--- src/shared/silc_pkg.sv ---
// Package with constants and types for the status input logger channel.
package silc_pkg;

  // Datapoint and threshold width; time-on values up to the log period fit.
  localparam int          DP_W            = 16;
  // Clock rate and the one-second tick count derived from it.
  localparam int          CLK_HZ          = 25000000;
  localparam int          SEC_CYCLES      = CLK_HZ;
  // Default log period in seconds.
  localparam logic [15:0] LOG_PERIOD_DEF  = 16'h012c;
  // Debounce time in microseconds and its cycle count.
  localparam int          DEB_US          = 1000;
  localparam int          DEB_CYCLES      = (DEB_US * (CLK_HZ / 1000000));
  // Reset values of the datapoint and accumulator.
  localparam logic [15:0] DP_RST          = 16'h0000;
  // Number of pulse input pins on the connector.
  localparam int          NUM_PINS        = 2;
  // Depth of the datapoint FIFO.
  localparam int          FIFO_DEPTH      = 4;

  // Logging modes of the channel.
  typedef enum logic [1:0]
  {
    SILC_SPOT     = 2'b00,
    SILC_SPOT_INV = 2'b01,
    SILC_TON      = 2'b10,
    SILC_TON_INV  = 2'b11
  } silc_mode_t;

  // Trigger comparison kinds.
  typedef enum logic [1:0]
  {
    SILC_TRG_OFF     = 2'b00,
    SILC_TRG_ABOVE   = 2'b01,
    SILC_TRG_BELOW   = 2'b10,
    SILC_TRG_BETWEEN = 2'b11
  } silc_trg_t;

  // One logged datapoint as it travels to the FIFO.
  typedef struct packed
  {
    logic            trig;
    logic [DP_W-1:0] value;
  } silc_dp_t;

  // Trigger configuration.
  typedef struct packed
  {
    silc_trg_t       kind;
    logic [DP_W-1:0] thr_a;
    logic [DP_W-1:0] thr_b;
  } silc_trg_cfg_t;

endpackage : silc_pkg

--- src/silc_debounce.sv ---
// Input debouncer: two-stage synchroniser followed by a stability counter.
module silc_debounce #(
  parameter int CYCLES = silc_pkg::DEB_CYCLES
) (
  // Clock and reset
  input  wire logic clk,
  input  wire logic rst_b,
  // Raw and filtered level
  input  wire logic din,
  output logic      dout
);

  localparam int CW = $clog2(CYCLES + 1);

  logic          sync1_reg;
  logic          sync2_reg;
  logic [CW-1:0] cnt_reg;

  // Synchroniser; only the second stage is looked at.
  always_ff @(posedge clk or negedge rst_b)
  begin
    if (!rst_b)
    begin
      sync1_reg <= 1'b0;
      sync2_reg <= 1'b0;
    end
    else
    begin
      sync1_reg <= din;
      sync2_reg <= sync1_reg;
    end
  end

  // Output follows only after the level holds for the full count.
  always_ff @(posedge clk or negedge rst_b)
  begin
    if (!rst_b)
    begin
      cnt_reg <= '0;
      dout    <= 1'b0;
    end
    else if (sync2_reg == dout)
    begin
      cnt_reg <= '0;
    end
    else if (cnt_reg == CW'(CYCLES - 1))
    begin
      cnt_reg <= '0;
      dout    <= sync2_reg;
    end
    else
    begin
      cnt_reg <= cnt_reg + 1'b1;
    end
  end
endmodule : silc_debounce

--- src/silc_fifo.sv ---
// Small FIFO with valid and ready on both sides.
module silc_fifo #(
  parameter int WIDTH = 17,
  parameter int DEPTH = silc_pkg::FIFO_DEPTH
) (
  // Clock and reset
  input  wire logic             clk,
  input  wire logic             rst_b,
  // Write side
  input  wire logic             in_valid,
  output logic                  in_ready,
  input  wire logic [WIDTH-1:0] in_data,
  // Read side
  output logic                  out_valid,
  input  wire logic             out_ready,
  output logic      [WIDTH-1:0] out_data
);

  localparam int AW = $clog2(DEPTH);

  logic [WIDTH-1:0] mem_reg [DEPTH];
  logic [AW-1:0]    wp_reg;
  logic [AW-1:0]    rp_reg;
  logic [AW:0]      cnt_reg;
  logic             wr;
  logic             rd;

  // Handshakes and honest flags.
  assign in_ready  = (cnt_reg != (AW+1)'(DEPTH));
  assign out_valid = (cnt_reg != '0);
  assign out_data  = mem_reg[rp_reg];
  assign wr        = in_valid && in_ready;
  assign rd        = out_valid && out_ready;

  // Storage written at the write index.
  always_ff @(posedge clk)
  begin
    if (wr)
    begin
      mem_reg[wp_reg] <= in_data;
    end
  end

  // Pointers and fill count.
  always_ff @(posedge clk or negedge rst_b)
  begin
    if (!rst_b)
    begin
      wp_reg  <= '0;
      rp_reg  <= '0;
      cnt_reg <= '0;
    end
    else
    begin
      if (wr)
      begin
        wp_reg <= (wp_reg == AW'(DEPTH - 1)) ? '0 : wp_reg + 1'b1;
      end
      if (rd)
      begin
        rp_reg <= (rp_reg == AW'(DEPTH - 1)) ? '0 : rp_reg + 1'b1;
      end
      cnt_reg <= cnt_reg + (AW+1)'(wr) - (AW+1)'(rd);
    end
  end
endmodule : silc_fifo

--- src/silc_channel.sv ---
// Status input logger channel: sampling, time-on accumulation, log timer and triggers.
// Functional notes
// Status units log a single 0 or 1.
// Spot mode logs the plain pin level.
// Inverted spot mode logs the complemented level.
// Hardware test shows raw level before inversion.
// Triggers judge logged datapoints, not pin samples.
// Triggers see the datapoint after inversion.
// Above zero fires at boundary after rising.
// Level datapoints never exceed one.
// Time-on mode logs seconds in state.
// Accumulate seconds while selected input is one; inverted time-on mode counts seconds at zero.
// Accumulator clears at each produced datapoint.
// Channel uses one selected pin only.
// Two pulse pins, each independently configurable; here both use DEB_CYC and the channel picks one by PIN_SEL.
// Time-on datapoint never exceeds log period.
// Pin synchronised, debounced; second tick drives accumulation.
// Log timer makes the boundary strobe.
module silc_channel #(
  parameter int          SEC_CYC   = silc_pkg::SEC_CYCLES,
  parameter int          DEB_CYC   = silc_pkg::DEB_CYCLES,
  parameter logic [15:0] PERIOD_S  = silc_pkg::LOG_PERIOD_DEF
) (
  // Clock and reset
  input  wire logic                           CLK,
  input  wire logic                           RST_B,
  // Pulse interface pins
  input  wire logic [silc_pkg::NUM_PINS-1:0]  PULSE_IN,
  // Channel configuration
  input  wire logic                           CH_ENABLE,
  input  wire logic                           PIN_SEL,
  input  wire silc_pkg::silc_mode_t           LOG_MODE,
  input  wire logic [silc_pkg::DP_W-1:0]      LOG_PERIOD_S,
  input  wire silc_pkg::silc_trg_cfg_t        TRG_CFG,
  // Status
  output logic      [silc_pkg::NUM_PINS-1:0]  HW_TEST_LEVEL,
  output logic                                TRIG_ACTIVE,
  output logic                                LOG_STROBE,
  // Datapoint stream
  output logic                                DP_VALID,
  input  wire logic                           DP_READY,
  output silc_pkg::silc_dp_t                  DP_DATA,
  output logic                                DP_OVERRUN
);

  localparam int SW = $clog2(SEC_CYC + 1);
  localparam int DW = silc_pkg::DP_W;

  logic [silc_pkg::NUM_PINS-1:0] level;
  logic                          sel_level;
  logic                          inv;
  logic                          log_level;
  logic                          ton_mode;
  logic [SW-1:0]                 sec_cnt_reg;
  logic                          sec_tick;
  logic [DW-1:0]                 per_cnt_reg;
  logic [DW-1:0]                 period;
  logic                          boundary;
  logic [DW-1:0]                 acc_reg;
  logic [DW-1:0]                 dp_value;
  logic [DW-1:0]                 last_dp_reg;
  logic                          hit;
  logic                          fifo_in_ready;
  logic                          fifo_out_valid;
  silc_pkg::silc_dp_t            fifo_out_data;
  silc_pkg::silc_dp_t            dp_next;

  // Each pin has its own filter so the other pin stays free for another use.
  genvar g;
  generate
    for (g = 0; g < silc_pkg::NUM_PINS; g++)
    begin : g_pin
      silc_debounce #(
        .CYCLES (DEB_CYC)
      ) u_deb (
        .clk   (CLK),
        .rst_b (RST_B),
        .din   (PULSE_IN[g]),
        .dout  (level[g])
      );
    end
  endgenerate

  // Mode decode; the channel reads only its selected pin.
  assign sel_level = level[PIN_SEL];
  assign inv       = LOG_MODE[0];
  assign ton_mode  = LOG_MODE[1];
  assign log_level = sel_level ^ inv;
  assign period    = (LOG_PERIOD_S == '0) ? PERIOD_S : LOG_PERIOD_S;

  // One-second tick from the clock.
  always_ff @(posedge CLK or negedge RST_B)
  begin
    if (!RST_B)
    begin
      sec_cnt_reg <= '0;
    end
    else if (!CH_ENABLE || sec_tick)
    begin
      sec_cnt_reg <= '0;
    end
    else
    begin
      sec_cnt_reg <= sec_cnt_reg + 1'b1;
    end
  end
  assign sec_tick = CH_ENABLE && (sec_cnt_reg == SW'(SEC_CYC - 1));

  // Log period timer counting seconds to the boundary.
  always_ff @(posedge CLK or negedge RST_B)
  begin
    if (!RST_B)
    begin
      per_cnt_reg <= '0;
    end
    else if (!CH_ENABLE || boundary)
    begin
      per_cnt_reg <= '0;
    end
    else if (sec_tick)
    begin
      per_cnt_reg <= per_cnt_reg + 1'b1;
    end
  end
  assign boundary = sec_tick && (per_cnt_reg == period - 1'b1);

  // Seconds-at-one accumulator, cleared at each datapoint.
  always_ff @(posedge CLK or negedge RST_B)
  begin
    if (!RST_B)
    begin
      acc_reg <= silc_pkg::DP_RST;
    end
    else if (!CH_ENABLE || boundary)
    begin
      acc_reg <= silc_pkg::DP_RST;
    end
    else if (sec_tick && log_level)
    begin
      acc_reg <= acc_reg + 1'b1;
    end
  end

  // Datapoint: last second counts too, so time-on tops out at the period.
  assign dp_value = ton_mode ? (acc_reg + DW'(log_level))
                             : DW'(log_level);

  // Trigger comparison on the datapoint as logged.
  always_comb
  begin
    unique case (TRG_CFG.kind)
      silc_pkg::SILC_TRG_OFF:     hit = 1'b0;
      silc_pkg::SILC_TRG_ABOVE:   hit = dp_value > TRG_CFG.thr_a;
      silc_pkg::SILC_TRG_BELOW:   hit = dp_value < TRG_CFG.thr_a;
      silc_pkg::SILC_TRG_BETWEEN: hit = (dp_value >= TRG_CFG.thr_a) && (dp_value <= TRG_CFG.thr_b);
    endcase
  end

  // Trigger state and last datapoint update only at boundaries; disabling the channel clears the trigger.
  always_ff @(posedge CLK or negedge RST_B)
  begin
    if (!RST_B)
    begin
      TRIG_ACTIVE <= 1'b0;
      last_dp_reg <= silc_pkg::DP_RST;
    end
    else if (!CH_ENABLE)
    begin
      TRIG_ACTIVE <= 1'b0;
    end
    else if (boundary)
    begin
      TRIG_ACTIVE <= hit;
      last_dp_reg <= dp_value;
    end
  end

  // Boundary strobe, raw test levels and overrun flag.
  always_ff @(posedge CLK or negedge RST_B)
  begin
    if (!RST_B)
    begin
      LOG_STROBE    <= 1'b0;
      HW_TEST_LEVEL <= '0;
      DP_OVERRUN    <= 1'b0;
    end
    else
    begin
      LOG_STROBE    <= boundary;
      HW_TEST_LEVEL <= level;
      DP_OVERRUN    <= boundary && !fifo_in_ready;
    end
  end

  assign dp_next.trig  = hit;
  assign dp_next.value = dp_value;

  // Datapoints queue for the consumer; a full queue drops the new point.
  silc_fifo #(
    .WIDTH ($bits(silc_pkg::silc_dp_t)),
    .DEPTH (silc_pkg::FIFO_DEPTH)
  ) u_fifo (
    .clk       (CLK),
    .rst_b     (RST_B),
    .in_valid  (boundary),
    .in_ready  (fifo_in_ready),
    .in_data   (dp_next),
    .out_valid (fifo_out_valid),
    .out_ready (DP_READY && !DP_VALID),
    .out_data  (fifo_out_data)
  );

  // Registered output stage.
  always_ff @(posedge CLK or negedge RST_B)
  begin
    if (!RST_B)
    begin
      DP_VALID <= 1'b0;
      DP_DATA  <= '0;
    end
    else if (DP_VALID)
    begin
      DP_VALID <= !DP_READY;
    end
    else if (fifo_out_valid && DP_READY)
    begin
      DP_VALID <= 1'b1;
      DP_DATA  <= fifo_out_data;
    end
  end
endmodule : silc_channel

--- config.mk ---
export PLATFORM = sky130hd
export DESIGN_NAME = silc_channel
export DESIGN_NICKNAME = d
export VERILOG_FILES = /design/src/shared/silc_pkg.sv /design/src/silc_debounce.sv /design/src/silc_fifo.sv /design/src/silc_channel.sv
export SDC_FILE = /design/constraint.sdc
export NUM_CORES = 1
export LEC_CHECK = 0
export BUFFER_PORTS_ARGS = -buffer_cell sky130_fd_sc_hd__buf_2
export CAP_MARGIN = 25
export CORE_ASPECT_RATIO = 1.75
export CORE_MARGIN = 2
export CORE_UTILIZATION = 45
export CTS_CLUSTER_DIAMETER = 30
export DETAILED_ROUTE_END_ITERATION = 10
export PLACE_DENSITY_LB_ADDON = 0.2
export SLEW_MARGIN = 15
export SYNTH_ARGS = -nofsm -noshare
export SYNTH_HDL_FRONTEND = slang
export SYNTH_SLANG_ARGS = --single-unit
export TNS_END_PERCENT = 30
--- constraint.sdc ---
create_clock -name CLK -period 4.5 [get_ports CLK]
set_clock_uncertainty 0.05 [all_clocks]
set_input_delay 0.9 -clock CLK [delete_from_list [all_inputs] [get_ports CLK]]
set_output_delay 0.9 -clock CLK [all_outputs]
set_load 0.1 [all_outputs]
Word level (Yosys, flattened, before mapping)
Memories as Yosys holds them, arrays and structs flattened. A register that Yosys moved wholly into a read port is not among the register bits.
Index checks and enable logic that the tools add are counted.
- add/subtract/negate cells: 11
- magnitude comparators: 5
- equal/unequal tests: 13
- muxes and demuxes: 22
- bitwise operators: 4
- reduce and logical (&&, ||, !) cells: 24
- operators with widths (operator ; number):
    16-bit 2-to-1 mux ; 6
    15-bit 2-to-1 mux ; 4
    16-bit by 1-bit adder with 16-bit output (second input constant) ; 2
    15-bit by 1-bit adder with 15-bit output (second input constant) ; 2
    15-bit == test (second input constant) ; 2
    25-bit by 1-bit adder with 25-bit output (second input constant) ; 1
    25-bit == test (second input constant) ; 1
    25-bit 2-to-1 mux ; 1
    16-bit by 1-bit adder with 16-bit output ; 1
    16-bit == test ; 1
    16-bit greater-or-equal comparator ; 1
    16-bit greater-than comparator ; 1
    16-bit <= comparator ; 1
    16-bit zero test ; 1
    16-bit less-than comparator ; 1
    16-bit by 1-bit subtractor with 16-bit output (second input constant) ; 1
    1-bit logical AND ; 9
    2-bit == test (second input constant) ; 4
    1-bit 2-to-1 mux ; 8
    2-bit AND reduction ; 3
    1-bit zero test ; 5
    2-bit by 1-bit adder with 2-bit output (second input constant) ; 2
    2-bit 2-to-1 mux ; 2
    1-bit case mux with 4 select lines ; 1
    other kinds (13) ; 18
- flip-flop bits (word level): 106
- memory bits (writable): 68
- bits of input ports: 59
- output and inout bits: 23
- logic and storage cells: 99
- memories kept: 1
- memories (memory ; depth ; width ; read ports ; clocked after memory_dff ; wr ports ; RTL line ; text):
    u_fifo.mem_reg ; 4 ; 17 ; 1 ; 1 ; 1 ; silc_fifo.sv:21 ; logic [WIDTH-1:0] mem_reg [DEPTH];

Logic depth before layout (Yosys ltp)
- word-level depth: 10
- mapped depth: 19
- mapped depth without buffers: 19

Cells and area by module
Synthesis repeated with hierarchy kept, for this count alone.
- cells, all modules: 920
- area, all modules: 10199.8 um2
- by module, submodules not included (module ; instances ; cells an instance ; area each (um2) ; sequential area each (um2)):
    silc_channel ; 1 ; 625 ; 5585.4 ; 2001.9
    silc_fifo ; 1 ; 127 ; 2897.8 ; 2217.1
    silc_debounce ; 2 ; 84 ; 858.3 ; 450.4

Worst setup path after synthesis
Ideal clock, no wire load.
- path type: input to register
- start point: input PIN_SEL
- end point: register TRIG_ACTIVE
- setup time: 0.128 ns
- arrival time: 4.146 ns
- data required time: 4.322 ns
- path slack: 0.176 ns
- stages: 16
- buffers on the path: 0
- cell sequence: mux2i_1 xor2_1 inv_1 ha_1 and3_1 nand3_1 or3_1 xnor2_1 and2_1 ha_1 nand2_1 or3_1 o31a_1 o221a_2 and3_1 mux2_1
- cells in the longest elaborated chain, start to end: 10
- elaborated cells on any way between the ends: 13
- classes of those cells: add/sub: 1; order compare: 4; mux: 6; bitwise: 1; reduce/logical: 1
- ends and longest elaborated chain (element ; RTL line ; text):
    start: declaration ; silc_channel.sv:31 ; input wire logic PIN_SEL,
    1-bit 2-to-1 mux (implied by the code) * (2 in a row) ; silc_channel.sv:85 ; assign sel_level = level[PIN_SEL];
    1-bit XOR * ; silc_channel.sv:88 ; assign log_level = sel_level ^ inv;
    16-bit by 1-bit adder with 16-bit output * ; silc_channel.sv:145 ; assign dp_value = ton_mode ? (acc_reg + DW'(log_level))
    16-bit 2-to-1 mux * ; silc_channel.sv:145 ;
    via dp_value[11] ; silc_channel.sv:60 ; logic [DW-1:0] dp_value;
    16-bit greater-or-equal comparator / 16-bit <= comparator (equally long branches) ; silc_channel.sv:155 ; silc_pkg::SILC_TRG_BETWEEN: hit = (dp_value >= TRG_CFG.thr_a) && (dp_value <= TRG_CFG.thr_b);
    1-bit logical AND ; silc_channel.sv:155 ;
    1-bit case mux with 4 select lines * ; silc_channel.sv:151 ; unique case (TRG_CFG.kind)
    via hit ; silc_channel.sv:62 ; logic hit;
    1-bit 2-to-1 mux * ; silc_channel.sv:171 ; else if (boundary)
    1-bit 2-to-1 mux * ; silc_channel.sv:167 ; else if (!CH_ENABLE)
    end signal: assignment ; silc_channel.sv:173 ; TRIG_ACTIVE <= hit;
    end: declaration ; silc_channel.sv:37 ; output logic TRIG_ACTIVE,
Mark *: on every way through the listed nets, which the timed path passes. The rest lies on a longest branch. The select of a mux whose other input is x is not followed.
A chain may end at the register's enable or synchronous reset.

Worst setup path in the final report
Ends and elaborated chain as after synthesis.

==> key figures <==
Clock network
  • Root Driver: clkbuf_16
  • Clock sinks: 191
  • CTS tree: yes
  • Postcts setup bufs: 0
  • Total CTS buffers: 17
  • Clk slew on worst S/H paths: approximately 0.07 ns
  • Worst-skew pair later-pin latency: 0.44 ns
  • Clk buf depth: 2
  • Post-CTS Resized: 0
  • Htree depth: 4
  • Hold_buf cts: 0

Floorplan
  • Row count: 72
  • Die Ht: around 200 µm
  • Core Area: roughly 0.022 mm²
  • I/O Pins: 82
  • Initial core utilization: 0.456
  • Die width: 117 µm
  • Die area: 0.0236 mm²

Synth
  • Synthesized area: 0.0101 mm²
  • Synth cell types: 70
  • Post-synth top area share: 0.306
  • Synth warn: 0
  • Leading area contributor after synthesis: dfrtp_1
  • Post-synth EDFFs: 68
  • Flops & latches, synth: about 190
  • Synth area leaders: dfrtp_1 (31%), edfxtp_1 (20%), ha_1 (6.0%)
  • Synth Area per Inst: between 10 and 15 µm²
  • Post-synth net total: 997
  • Async SR Flop Fraction: 0.644
  • Seq/Total Area, Yosys: 0.509
  • Post-Syn Instances: between 800 and 900
  • Predominant post-synthesis flop cell: dfrtp_1

Route
  • DRC violations left: 0
  • Wire length on met1: 8370 µm
  • DR WL met3: 575 µm
  • Vias/cell: 5.18
  • WL per Instance: 16.3 µm
  • Met2 Wirelength: 12000 µm
  • DRT Pass-1 Iters: 4
  • Top Layer Used: met4
  • First DRT Iteration DRCs: between 400 and 500
  • Post-DRT Antenna Nets: 0
  • WL final: 21500 µm
  • Vias: 6826

GRT
  • First-pass GRT wire length: ~35000 µm
  • Number of global-route vias before repair: 7264
  • Initial antenna violation count: 0
  • Overflow after GRT: 0
  • Pin count of the biggest net entering global routing: 75
  • GR Util All Layers: 0.197

Layout
  • Fin cells: roughly 1300
  • Layout area overhead: 16.5%
  • Area occupied by multi-input gates: roughly 0.0047 mm²
  • Ant diodes: 0
  • Final Util: 0.531
  • Largest register FFs: just under 70
  • Most frequent cells in the layout: dfrtp_1 (123), nor2_1 (91), buf_2 (80)
  • Fin nets: 1116
  • Final std cell area, no fill: between 0.01 and 0.015 mm²
  • Commonest non-fill, non-tap cell in the layout: dfrtp_1
  • Fillers: 1958
  • Layout cells sized above 1: 0.231
  • Storage element area: 0.00512 mm²

Power and ir drop
  • Peak VDD IR: roughly 0.00025 V
  • LEAKAGE: between 4 and 5 nW
  • Power share of the clock group: 0.378
  • Switch share: 0.263
  • Psw: 0.00104 W
  • Reg power frac: 0.487
  • Cell Int Power: 0.00290 W
  • Power share of the combinational group: 0.135
  • Power per standard cell area: roughly 340 mW/mm²

Run
  • Max-cap viol count: 0

Worst setup path
  • RR Startpoint: g_pin[0].u_deb.dout
  • Worst path arrival time: 4.60 ns
  • Crit path kind: in2reg
  • Crit path to: TRIG_ACTIVE
  • Critical Path End Type: register
  • Reg2reg path depth: 19
  • Worst setup startpoint: PIN_SEL
  • Required time of the critical path: roughly 4.8 ns
  • CP Launch Type: input port
  • Reg2reg setup slack: 0.38 ns
  • CP Max Fanout: 5
  • R2r endpoint: TRIG_ACTIVE

Placed design
  • Port bufs: 81
  • Dpl hpwl: about 16000 µm
  • Place WS: -0.219 ns
  • Placed cell area: between 0.01 and 0.015 mm²
  • GPL Wtd Cong: 0.878
  • DP Cell Count: 1284

STA
  • Setup Total Neg Slack: 0 ns
  • F_max: 234 MHz
  • Worst slew pin tran: approximately 0.86 ns
  • Min cycle time layout: 4.27 ns
  • Part of the cycle the worst path needs: 0.948
  • Slew margin rel.: 0.428
  • Final Max Tran Viols: 0
  • RSZ-0062 raised after global routing: false
  • Setup ws final: 0.233 ns
  • Setup violators final: 0
  • Final Hold Viols: 0

Min path
  • Worst hold-check path type: in2async

Run status
  • Status: completed
## cell usage after synthesis (all sizes together), types with 3 or more instances
library cell  count
dfrtp           123
edfxtp           68
nor4             12
clkbuf           15
nor2b             5
xnor2            50
ha               48
nand4            27
a21o              9
inv              42
or3               7
buf               9
o31ai             3
nand2            58
mux2             24
a21oi            19
and2             27
nor4b             3
nor2            121
mux4             17
nor3             14
xor2             60
or2               3
nand3            42
o21ai            16
and4              5
mux2i             5
and3             21
## cells by family (layout without fill, tap and decap cells)
logic type / after synthesis / count (layout) / share of synthesized area
adder cells (fa/ha/maj): 49 / 49 / 0.0617
multiplexers: 46 / 46 / 0.0699
buffers and inverters: 66 / 198 / 0.0271
flip-flops: 191 / 191 / 0.509
AND/OR/NAND/NOR: 359 / 359 / 0.191
AO/OA/AOI/OAI: 68 / 68 / 0.0454
XOR/XNOR: 110 / 110 / 0.0957
## through the flow
stage	power, W	hold WS, ns
floorplan	0.00232	0.281
global placement	0.00249	0.290
detailed placement	0.00249	0.291
CTS	0.00399	0.307
global route	0.00411	0.287
finish	0.00393	0.280
## layout make-up
| cell class | instances | share of cell area |
|---|---|---|
| multi-input combinational | 632 | 0.400 |
| tap | 296 | 0.0316 |
| sequential | 191 | 0.437 |
| clock inverter | 7 | 0.00608 |
| inverter | 42 | 0.0134 |
| clock buffer | 25 | 0.0432 |
| timing repair buffer | 124 | 0.0694 |
## power groups by stage
stage / clock network, W / registers, W / logic (W)
after floorplan: 0 / 0.00199 / 0.000324
after global placement: 0 / 0.00195 / 0.000534
after detailed placement: 0 / 0.00195 / 0.000539
after CTS: 0.00153 / 0.00192 / 0.000540
after global routing: 0.00159 / 0.00193 / 0.000588
final: 0.00149 / 0.00192 / 0.000529
## worst min-delay path by stage
stage	start	endpoint	depth (start not counted)
3_3_place_gp	g_pin[0].u_deb.sync1_reg	g_pin[0].u_deb.sync2_reg	0
6_report	RST_B	g_pin[1].u_deb.cnt_reg[9]	1
5_1_grt	RST_B	g_pin[1].u_deb.cnt_reg[9]	1
4_1_cts	g_pin[0].u_deb.sync1_reg	g_pin[0].u_deb.sync2_reg	0
3_5_place_dp	g_pin[0].u_deb.sync1_reg	g_pin[0].u_deb.sync2_reg	0
2_1_floorplan	g_pin[0].u_deb.sync1_reg	g_pin[0].u_deb.sync2_reg	0
## layer usage
layer	vias up	track usage
li1	3379	-
met1	3302	0.211
met2	112	0.365
met3	33	0.0375
met4	0	0.0853
met5	-	0
## worst max-delay path, cell delays in order
cell and delay [ns]:
buf_2 0.08, mux2i_1 0.20, xor2_1 0.43, inv_1 0.09
ha_1 0.21, and3_1 0.16, nand3_1 0.15, nor2_1 0.10
nand3_1 0.11, xnor2_1 0.13, and2_1 0.21, ha_1 0.27
a21o_1 0.19, a21o_1 0.18, a211o_1 0.29, o211ai_1 0.09
a21oi_1 0.09, o41ai_1 0.31, and3_1 0.27, mux2_1 0.16
Note: power is estimated with default switching activity, not from simulation.
